**src/hdl/scirq_defines.svh**
```systemverilog
// constants for the serial controller interrupt and transfer request block
`ifndef SCIRQ_DEFINES_SVH
`define SCIRQ_DEFINES_SVH
`define SCIRQ_A_COND_A 8'h00
`define SCIRQ_A_COND_B 8'h01
`define SCIRQ_A_VECTOR 8'h02
`define SCIRQ_A_RESET_CMD 8'h03
`define SCIRQ_A_EXT_CTRL 8'h04
`define SCIRQ_A_ENHANCE 8'h05
`define SCIRQ_A_PEND_CLR 8'h06
`define SCIRQ_A_COMMAND 8'h07
`define SCIRQ_A_STATUS_A 8'h08
`define SCIRQ_A_STATUS_B 8'h09
`define SCIRQ_A_PENDING 8'h0a
`define SCIRQ_A_VEC_RD_A 8'h0b
`define SCIRQ_A_VEC_RD_B 8'h0c
`define SCIRQ_C_EXT_IE 0
`define SCIRQ_C_TX_IE 1
`define SCIRQ_C_DTR 2
`define SCIRQ_C_RXM_LO 3
`define SCIRQ_C_RXM_HI 4
`define SCIRQ_C_WR_RX 5
`define SCIRQ_C_WR_FN 6
`define SCIRQ_C_WR_EN 7
`define SCIRQ_R_VIS 0
`define SCIRQ_R_MIE 3
`define SCIRQ_X_ENH_ACC 0
`define SCIRQ_E_RX_FOUR 3
`define SCIRQ_E_DTR_REQ 4
`define SCIRQ_E_TX_ALL 5
`define SCIRQ_K_SW_ACK 0
`define SCIRQ_K_RST_IUS 1
`define SCIRQ_T_TX 0
`define SCIRQ_T_RX 1
`define SCIRQ_T_EXT 2
`define SCIRQ_RST_BYTE 8'h00
`define SCIRQ_RST_SRC 6'h00
`define SCIRQ_CODE_NONE 3'h3
`endif

```
**src/hdl/scirq_pkg.sv**
```systemverilog
// types shared by the interrupt and transfer request block
package scirq_pkg;
   typedef enum logic [1:0] {RXM_OFF, RXM_FIRST, RXM_ALL, RXM_SPECIAL} scirq_rxmode_t;
   typedef struct packed {
      logic [7:0] addr;
      logic [7:0] wdata;
      logic we;
      logic re;
   } scirq_bus_req_t;
   typedef struct packed {
      logic tx_top_empty;
      logic tx_all_empty;
      logic tx_write;
      logic tx_room;
      logic rx_char;
      logic rx_special;
      logic rx_four;
      logic rx_avail;
      logic data_access;
      logic cts_n;
      logic carrier_detect_n;
      logic sync_n;
      logic brk_abort;
      logic end_of_poll;
      logic tx_underrun;
      logic baud_generator_zero;
   } scirq_chan_in_t;
   typedef struct packed {
      logic waitreq_n;
      logic dtr_req_n;
   } scirq_chan_out_t;
endpackage

```
**src/hdl/scirq_ctrl.sv**
```systemverilog
// interrupt daisy chain, vectors, polling status and wait/request for two channels
//
// The implementer's own choices: the address-and-strobe port and the register offsets.
`timescale 1ns/1ps
`default_nettype none
`include "scirq_defines.svh"
module scirq_ctrl #(
   parameter int NCH = 2
) (
   input wire logic clk,
   input wire logic rst,
   input wire scirq_pkg::scirq_bus_req_t bus,
   output logic [7:0] rdata,
   input wire scirq_pkg::scirq_chan_in_t chan_in [NCH],
   output scirq_pkg::scirq_chan_out_t chan_out [NCH],
   input wire logic chain_priority_in,
   output logic chain_priority_out,
   output logic int_n,
   input wire logic irq_acknowledge_n,
   output logic [7:0] ack_data,
   output logic ack_data_oe
);
   import scirq_pkg::*;

   localparam int NSRC = 3 * NCH;

   logic [7:0] cond_q [NCH];
   logic [7:0] vector_q;
   logic [7:0] reset_cmd_q;
   logic [7:0] ext_ctrl_q;
   logic [7:0] enh_q;
   logic [NSRC-1:0] ip_q;
   logic [NSRC-1:0] ip_d;
   logic [NSRC-1:0] ius_q;
   logic [NSRC-1:0] ius_d;
   logic [NCH-1:0] first_arm_q;
   logic [NCH-1:0] tx_written_q;
   logic [NCH-1:0] rx_spec_q;
   logic [4:0] ext_prev_q [NCH];
   logic ack_prev_q;
   logic [7:0] ack_data_q;
   logic ack_oe_q;
   logic [7:0] rdata_q;

   logic [NSRC-1:0] src_set;
   logic [NSRC-1:0] ie_mask;
   logic [NSRC-1:0] req;
   logic [NSRC-1:0] win;
   logic [NCH-1:0] tx_ev;
   logic [NCH-1:0] rx_chr_ev;
   logic [NCH-1:0] rx_sp_ev;
   logic [NCH-1:0] ext_ev;
   logic [4:0] ext_now [NCH];
   logic master_irq_enable;
   logic hw_ack;
   logic sw_ack;
   logic ack_take;
   logic wr_cmd;
   logic wr_clr;
   logic enh_open;

   // lowest index is highest priority: channel A before B, tx, rx, ext
   function automatic logic [NSRC-1:0] first_one(input logic [NSRC-1:0] v);
      logic [NSRC-1:0] r;
      logic found;
      r = '0;
      found = 1'b0;
      for (int i = 0; i < NSRC; i++) begin
         if (v[i] && !found) begin
            r[i] = 1'b1;
            found = 1'b1;
         end
      end
      return r;
   endfunction

   // three status bits: channel A adds four; tx 0, ext 1, rx 2, special 3
   function automatic logic [7:0] vec_mod(input logic [7:0] v, input logic [NSRC-1:0] hot,
                                          input logic [NCH-1:0] spec);
      logic [2:0] code;
      code = `SCIRQ_CODE_NONE;
      for (int c = NCH - 1; c >= 0; c--) begin
         if (hot[3*c + `SCIRQ_T_TX]) begin
            code = {c == 0, 2'b00};
         end
         if (hot[3*c + `SCIRQ_T_EXT]) begin
            code = {c == 0, 2'b01};
         end
         if (hot[3*c + `SCIRQ_T_RX]) begin
            code = {c == 0, 1'b1, spec[c]};
         end
      end
      return {v[7:4], code, v[0]};
   endfunction

   assign master_irq_enable = reset_cmd_q[`SCIRQ_R_MIE];
   assign enh_open = ext_ctrl_q[`SCIRQ_X_ENH_ACC];
   assign wr_cmd = bus.we && (bus.addr == `SCIRQ_A_COMMAND);
   assign wr_clr = bus.we && (bus.addr == `SCIRQ_A_PEND_CLR);

   // acknowledge is taken on the falling edge of the strobe or by command
   assign hw_ack = !irq_acknowledge_n && ack_prev_q;
   assign sw_ack = wr_cmd && bus.wdata[`SCIRQ_K_SW_ACK];
   // a higher device that requests holds our chain input low, so nothing is taken
   assign ack_take = (hw_ack || sw_ack) && chain_priority_in;

   // per channel event detection
   always_comb begin
      for (int c = 0; c < NCH; c++) begin
         scirq_rxmode_t m;
         m = scirq_rxmode_t'(cond_q[c][`SCIRQ_C_RXM_HI:`SCIRQ_C_RXM_LO]);
         ext_now[c] = {chan_in[c].cts_n, chan_in[c].carrier_detect_n, chan_in[c].sync_n,
                       chan_in[c].brk_abort, chan_in[c].end_of_poll};
         tx_ev[c] = cond_q[c][`SCIRQ_C_TX_IE] && tx_written_q[c]
                    && (enh_q[`SCIRQ_E_TX_ALL] ? chan_in[c].tx_all_empty
                                               : chan_in[c].tx_top_empty);
         rx_chr_ev[c] = 1'b0;
         case (m)
            RXM_FIRST: begin
               rx_chr_ev[c] = chan_in[c].rx_char && first_arm_q[c];
            end
            RXM_ALL: begin
               rx_chr_ev[c] = chan_in[c].rx_char;
            end
            RXM_SPECIAL: begin
               rx_chr_ev[c] = enh_q[`SCIRQ_E_RX_FOUR] && chan_in[c].rx_four;
            end
            default: begin
               rx_chr_ev[c] = 1'b0;
            end
         endcase
         // special conditions share the rx source, told apart only by vector status
         rx_sp_ev[c] = (m != RXM_OFF) && chan_in[c].rx_special
                       && ((m != RXM_FIRST) || !first_arm_q[c]);
         // any level change counts, so abort and poll end fire at start and finish
         ext_ev[c] = cond_q[c][`SCIRQ_C_EXT_IE] && ((ext_now[c] != ext_prev_q[c])
                     || chan_in[c].tx_underrun || chan_in[c].baud_generator_zero);
         src_set[3*c + `SCIRQ_T_TX] = tx_ev[c];
         src_set[3*c + `SCIRQ_T_RX] = rx_chr_ev[c] || rx_sp_ev[c];
         src_set[3*c + `SCIRQ_T_EXT] = ext_ev[c];
         ie_mask[3*c + `SCIRQ_T_TX] = cond_q[c][`SCIRQ_C_TX_IE];
         ie_mask[3*c + `SCIRQ_T_RX] = (m != RXM_OFF);
         ie_mask[3*c + `SCIRQ_T_EXT] = cond_q[c][`SCIRQ_C_EXT_IE];
      end
   end

   // set wins over the software clear; a disabled source holds no pending bit
   always_comb begin
      ip_d = ((ip_q & ~({NSRC{wr_clr}} & bus.wdata[NSRC-1:0])) | src_set) & ie_mask;
   end

   // internal daisy chain: a served source blocks itself and everything below
   always_comb begin
      logic blk;
      blk = 1'b0;
      for (int i = 0; i < NSRC; i++) begin
         blk = blk | ius_q[i];
         req[i] = ip_q[i] && !blk && master_irq_enable;
      end
      win = first_one(req);
   end

   always_comb begin
      ius_d = ius_q;
      if (wr_cmd && bus.wdata[`SCIRQ_K_RST_IUS]) begin
         ius_d = ius_q & ~first_one(ius_q);
      end
      if (ack_take) begin
         ius_d = ius_d | win;
      end
   end

   always_ff @(posedge clk) begin
      if (rst) begin
         ip_q <= `SCIRQ_RST_SRC;
         ius_q <= `SCIRQ_RST_SRC;
      end else begin
         ip_q <= ip_d;
         ius_q <= ius_d;
      end
   end

   // software registers
   always_ff @(posedge clk) begin
      if (rst) begin
         for (int c = 0; c < NCH; c++) begin
            cond_q[c] <= `SCIRQ_RST_BYTE;
         end
         vector_q <= `SCIRQ_RST_BYTE;
         reset_cmd_q <= `SCIRQ_RST_BYTE;
         ext_ctrl_q <= `SCIRQ_RST_BYTE;
         enh_q <= `SCIRQ_RST_BYTE;
      end else if (bus.we) begin
         if (bus.addr == `SCIRQ_A_COND_A) begin
            cond_q[0] <= bus.wdata;
         end else if (bus.addr == `SCIRQ_A_COND_B) begin
            cond_q[NCH-1] <= bus.wdata;
         end else if (bus.addr == `SCIRQ_A_VECTOR) begin
            vector_q <= bus.wdata;
         end else if (bus.addr == `SCIRQ_A_RESET_CMD) begin
            reset_cmd_q <= bus.wdata;
         end else if (bus.addr == `SCIRQ_A_EXT_CTRL) begin
            ext_ctrl_q <= bus.wdata;
         end else if (bus.addr == `SCIRQ_A_ENHANCE && enh_open) begin
            enh_q <= bus.wdata;
         end
      end
   end

   // per channel sequencing flags
   always_ff @(posedge clk) begin
      if (rst) begin
         first_arm_q <= '0;
         tx_written_q <= '0;
         rx_spec_q <= '0;
         for (int c = 0; c < NCH; c++) begin
            ext_prev_q[c] <= 5'h1f;
         end
      end else begin
         for (int c = 0; c < NCH; c++) begin
            ext_prev_q[c] <= ext_now[c];
            tx_written_q[c] <= chan_in[c].tx_write || (tx_written_q[c] && !tx_ev[c]);
            rx_spec_q[c] <= rx_sp_ev[c] || (rx_spec_q[c] && !rx_chr_ev[c]
                            && ip_d[3*c + `SCIRQ_T_RX]);
            // rewriting the condition register re-arms first-character mode
            if (bus.we && bus.addr == ((c == 0) ? `SCIRQ_A_COND_A : `SCIRQ_A_COND_B)) begin
               first_arm_q[c] <= 1'b1;
            end else if (rx_chr_ev[c]) begin
               first_arm_q[c] <= 1'b0;
            end
         end
      end
   end

   // vector on the data bus while the acknowledge strobe stays low
   always_ff @(posedge clk) begin
      if (rst) begin
         ack_prev_q <= 1'b1;
         ack_data_q <= `SCIRQ_RST_BYTE;
         ack_oe_q <= 1'b0;
      end else begin
         ack_prev_q <= irq_acknowledge_n;
         if (hw_ack && ack_take && (|win)) begin
            ack_data_q <= reset_cmd_q[`SCIRQ_R_VIS] ? vec_mod(vector_q, win, rx_spec_q) : vector_q;
            ack_oe_q <= 1'b1;
         end else if (irq_acknowledge_n) begin
            ack_oe_q <= 1'b0;
         end
      end
   end

   // read port: data stand only in the cycle after the strobe
   always_ff @(posedge clk) begin
      if (rst) begin
         rdata_q <= `SCIRQ_RST_BYTE;
      end else if (!bus.re) begin
         rdata_q <= `SCIRQ_RST_BYTE;
      end else if (bus.addr == `SCIRQ_A_COND_A) begin
         rdata_q <= cond_q[0];
      end else if (bus.addr == `SCIRQ_A_COND_B) begin
         rdata_q <= cond_q[NCH-1];
      end else if (bus.addr == `SCIRQ_A_RESET_CMD) begin
         rdata_q <= reset_cmd_q;
      end else if (bus.addr == `SCIRQ_A_EXT_CTRL) begin
         rdata_q <= ext_ctrl_q;
      end else if (bus.addr == `SCIRQ_A_ENHANCE) begin
         rdata_q <= enh_open ? enh_q : `SCIRQ_RST_BYTE;
      end else if (bus.addr == `SCIRQ_A_STATUS_A) begin
         rdata_q <= {ext_now[0], chan_in[0].tx_room, ip_q[`SCIRQ_T_EXT], chan_in[0].rx_avail};
      end else if (bus.addr == `SCIRQ_A_STATUS_B) begin
         rdata_q <= {ext_now[NCH-1], chan_in[NCH-1].tx_room, ip_q[3 + `SCIRQ_T_EXT],
                     chan_in[NCH-1].rx_avail};
      end else if (bus.addr == `SCIRQ_A_PENDING) begin
         rdata_q <= {2'b00, ip_q};
      end else if (bus.addr == `SCIRQ_A_VEC_RD_A) begin
         rdata_q <= vector_q;
      end else if (bus.addr == `SCIRQ_A_VEC_RD_B) begin
         rdata_q <= reset_cmd_q[`SCIRQ_R_VIS] ? vec_mod(vector_q, first_one(ip_q), rx_spec_q)
                                              : vector_q;
      end else begin
         rdata_q <= `SCIRQ_RST_BYTE;
      end
   end

   // pending status with tx and rx bits tells a poller what to move
   assign rdata = rdata_q;
   assign ack_data = ack_data_q;
   assign ack_data_oe = ack_oe_q;

   // released for the whole acknowledge cycle so a higher source may nest
   assign int_n = !((|req) && chain_priority_in && irq_acknowledge_n);
   assign chain_priority_out = chain_priority_in && !(|ius_q) && !(|ip_q);

   // wait/request and terminal-ready/request per channel
   always_comb begin
      for (int c = 0; c < NCH; c++) begin
         logic rdy;
         logic en;
         logic fn;
         rdy = cond_q[c][`SCIRQ_C_WR_RX] ? chan_in[c].rx_avail : chan_in[c].tx_room;
         en = cond_q[c][`SCIRQ_C_WR_EN];
         fn = cond_q[c][`SCIRQ_C_WR_FN];
         // wait stretches only the data access that cannot be served yet
         chan_out[c].waitreq_n = !(en && (fn ? rdy : (chan_in[c].data_access && !rdy)));
         chan_out[c].dtr_req_n = enh_q[`SCIRQ_E_DTR_REQ] ? !(en && fn && chan_in[c].tx_room)
                                                         : !cond_q[c][`SCIRQ_C_DTR];
      end
   end
endmodule
`default_nettype wire

```
**config.mk**
```make
export PLATFORM = sky130hd
export DESIGN_NAME = scirq_ctrl
export DESIGN_NICKNAME = d
export VERILOG_FILES = /design/src/hdl/scirq_pkg.sv /design/src/hdl/scirq_ctrl.sv
export VERILOG_INCLUDE_DIRS = /design/src /design/src/hdl
export SDC_FILE = /design/constraint.sdc
export NUM_CORES = 1
export LEC_CHECK = 0
export ABC_AREA = 1
export BUFFER_PORTS_ARGS = -buffer_cell sky130_fd_sc_hd__buf_2
export CAP_MARGIN = 20
export CELL_PAD_IN_SITES_DETAIL_PLACEMENT = 2
export CELL_PAD_IN_SITES_GLOBAL_PLACEMENT = 2
export CORE_ASPECT_RATIO = 2
export CORE_MARGIN = 2
export CORE_UTILIZATION = 34
export DETAILED_ROUTE_END_ITERATION = 10
export PLACE_DENSITY_LB_ADDON = 0.1
export SLEW_MARGIN = 10
export SYNTH_ARGS = -nofsm -noshare
export SYNTH_HDL_FRONTEND = slang
export SYNTH_SLANG_ARGS = --single-unit
export TNS_END_PERCENT = 30
```
**constraint.sdc**
```tcl
create_clock -name clk -period 3.2 [get_ports clk]
set_clock_uncertainty 0.15 [all_clocks]
set_input_delay 0.64 -clock clk [delete_from_list [all_inputs] [get_ports clk]]
set_output_delay 0.64 -clock clk [all_outputs]
set_load 0.02 [all_outputs]
```
==> metrics <==
status finished, final reports clean; Critical Path AT 2.72 ns; critical path launch point type primary input; initial antenna violation count 0; largest net degree at the start of global routing 42; CTS Buf Count 9; CORE AREA 0.0129 mm²; Async S/R FF share, synth 0%; fraction of layout cells with a size suffix above 1 18.7%; final hold violations 0; GRT overflow 0; Die Y 166 µm; Synth area leader dfxtp_1; FMAX 378 MHz; # port buffers 76; Yosys warnings 0; number of diodes 0; worst reg-to-reg path cell count 11; Final Total Pwr 2.54 mW; GRT Max-Usage Layer met2; postcts setup bufs 0; vias in the first global route 4995; number of nets in the layout 733; TritonCTS clock tree done; Top FF cell, synth dfxtp_1; Leak 2.28 nW; FF+latch area 0.00204 mm²; Slew HR 55.1%; Die ar. 0.0142 mm²; Mapped Area 0.00448 mm²; FF-to-FF End ack_data[1]$_SDFFE_PP0P_; via density per instance 5.43; later-pin clock latency in the skew report 0.35 ns; #FFs+latches synth 94; GPL Wtd Cong 0.907; final-layout fill cell count 1544; pwr/cell area 479 mW/mm²; met1 Usage GRT 25.2%; Post-Route WL 17.6 mm; Layout area overhead 18.5%; post-route setup TNS 0 ns; via count 4538; Required @ worst endpoint 3.27 ns; post-synthesis cell type count 44; drt first pass iters 4; syn nets 655; slew of the pin with the lowest slew margin 0.671 ns; sequential area share after synthesis 45.6%; crit path capture reset_cmd_q[4]$_SDFFE_PP0P_; Hold Crit Class reg2reg; crit path from bus[15]; post-route setup slack 0.554 ns; M3 GR Usage 3.03%; Max Slew Vio Count 0; post-layout util 41.0%; Post-Syn Instances 601; post-CTS resize count 0; CTS Buffer Depth 2; grt met2 use 50.0%; # rows 59; hold_buf cts 0; most common cell after layout, fill and taps aside nand2_1; most frequent cells in the layout nand2_1, dfxtp_1, inv_1, buf_2, nor2_1; Avg WL per Cell 21.1 µm; DP Worst Slack 0.276 ns; Worst R2R Start ip_q[0]$_SDFF_PP0_; multi-input logic area 0.00204 mm²; fin crit period 2.65 ns; Hold Path Origin reset_cmd_q[1]$_SDFFE_PP0P_; Peak VDD IR 0.263 mV; # DRC 0; Total Routing Usage GR 25.6%; Placed Area 0.00500 mm²; final worst path period share 82.7%; remaining antenna violation count 0; CP Max Fanout 16; 1st-iter DRT viols 111; Post-synth EDFFs 16; root buffer cell clkbuf_16; H-tree level count 3; number of I/O pins 77; RSZ-0062 raised after global routing false; reg-to-reg slack, setup 0.90 ns; Crit Path Class in2reg; global-route wire length before repair 27.4 mm; final setup violation count 0; Initial Util 34.6%; Synth top area share 34.9%; synthesized area per cell 7.45 µm²; Final Instance Area 0.00530 mm²; Worst-path clk slew 0.07 ns; critical path endpoint category register; clock sink count 94; post-DP HPWL 14.0 mm; die span in x 85.1 µm; Synth area leaders dfxtp_1, edfxtp_1, nand2_1, a21oi_1, inv_1; number of max-cap violations 0
[synthesized netlist by cell type, types with 6 or more instances]
cell type  instances
nand4_1           12
dfxtp_1           78
nand3_1           23
inv_1             76
a211oi_1           8
nor3_1            12
nand2_1          108
nor2_1            73
o21ai_0           50
clkbuf_1           8
a21oi_1           63
a31oi_1            6
edfxtp_1          16
[final cells by class]
cell class / count / share of cell area, %
multi-input cells: 411 / 38.5
flip-flops and latches: 94 / 38.5
repair buffers: 82 / 8.02
inverters: 81 / 5.73
clock buffers: 9 / 4.25
well taps: 152 / 3.59
clock inverters: 7 / 1.37
[power breakdown]
part	internal (mW)	total [mW]	leakage (nW)	switching [mW]
logic	0.0628	0.198	1.35	0.135
registers	1.23	1.25	0.786	0.0231
clock network	0.608	1.09	0.143	0.486
total	1.90	2.54	2.28	0.644
[state kept, by name, summed over array words and instances (netlist names)]
signal	flops
ext_ctrl_q	8
ack_prev_q	1
ack_data	8
ext_prev_q	10
ip_q	6
ack_data_oe	1
first_arm_q	2
cond_q	16
enh_q	8
vector_q	8
reset_cmd_q	8
rdata	8
rx_spec_q	2
tx_written_q	2
ius_q	6
[worst min-delay path by stage]
stage / depth (start not counted) / end / slack [ns]
6_report: 2 / reset_cmd_q[1]$_SDFFE_PP0P_ / 0.31
5_1_grt: 2 / reset_cmd_q[1]$_SDFFE_PP0P_ / 0.33
4_1_cts: 2 / reset_cmd_q[1]$_SDFFE_PP0P_ / 0.31
3_5_place_dp: 2 / reset_cmd_q[4]$_SDFFE_PP0P_ / 0.30
3_3_place_gp: 2 / reset_cmd_q[5]$_SDFFE_PP0P_ / 0.28
2_1_floorplan: 2 / reset_cmd_q[5]$_SDFFE_PP0P_ / 0.27
[logic make-up (layout without fill, tap and decap cells)]
logic type      Yosys count  in the layout  synth area share, %
flops                    94             94                 45.6
buf+inv                  96            179                 8.72
compound gates          150            150                 18.6
xor+xnor                  2              2                0.391
simple gates            257            257                 26.3
mux                       2              2                0.447
[per-stage QoR]
| stage | cells | hold slack [ns] |
|---|---|---|
| floorplan | 601 | 0.274 |
| finish | 836 | 0.306 |
| global placement | 820 | 0.283 |
| global route | 836 | 0.335 |
| detailed placement | 820 | 0.295 |
| CTS | 836 | 0.310 |
[routing by layer]
layer | vias up | share of wire [%]
met1 | 2261 | 35
li1 | 2158 | -
met3 | 36 | 2.9
met4 | 0 | 4.5
met2 | 83 | 58
met5 | - | 0
[worst max-delay path, cell delays in order]
cell	delay (ns)
buf_2	0.10
nor2_1	0.09
nand2_1	0.28
nor2_2	0.27
nand2_1	0.23
inv_1	0.25
nand4_2	0.42
o21ai_0	0.35
a21oi_1	0.08
Power figures use the tool's default switching activity.
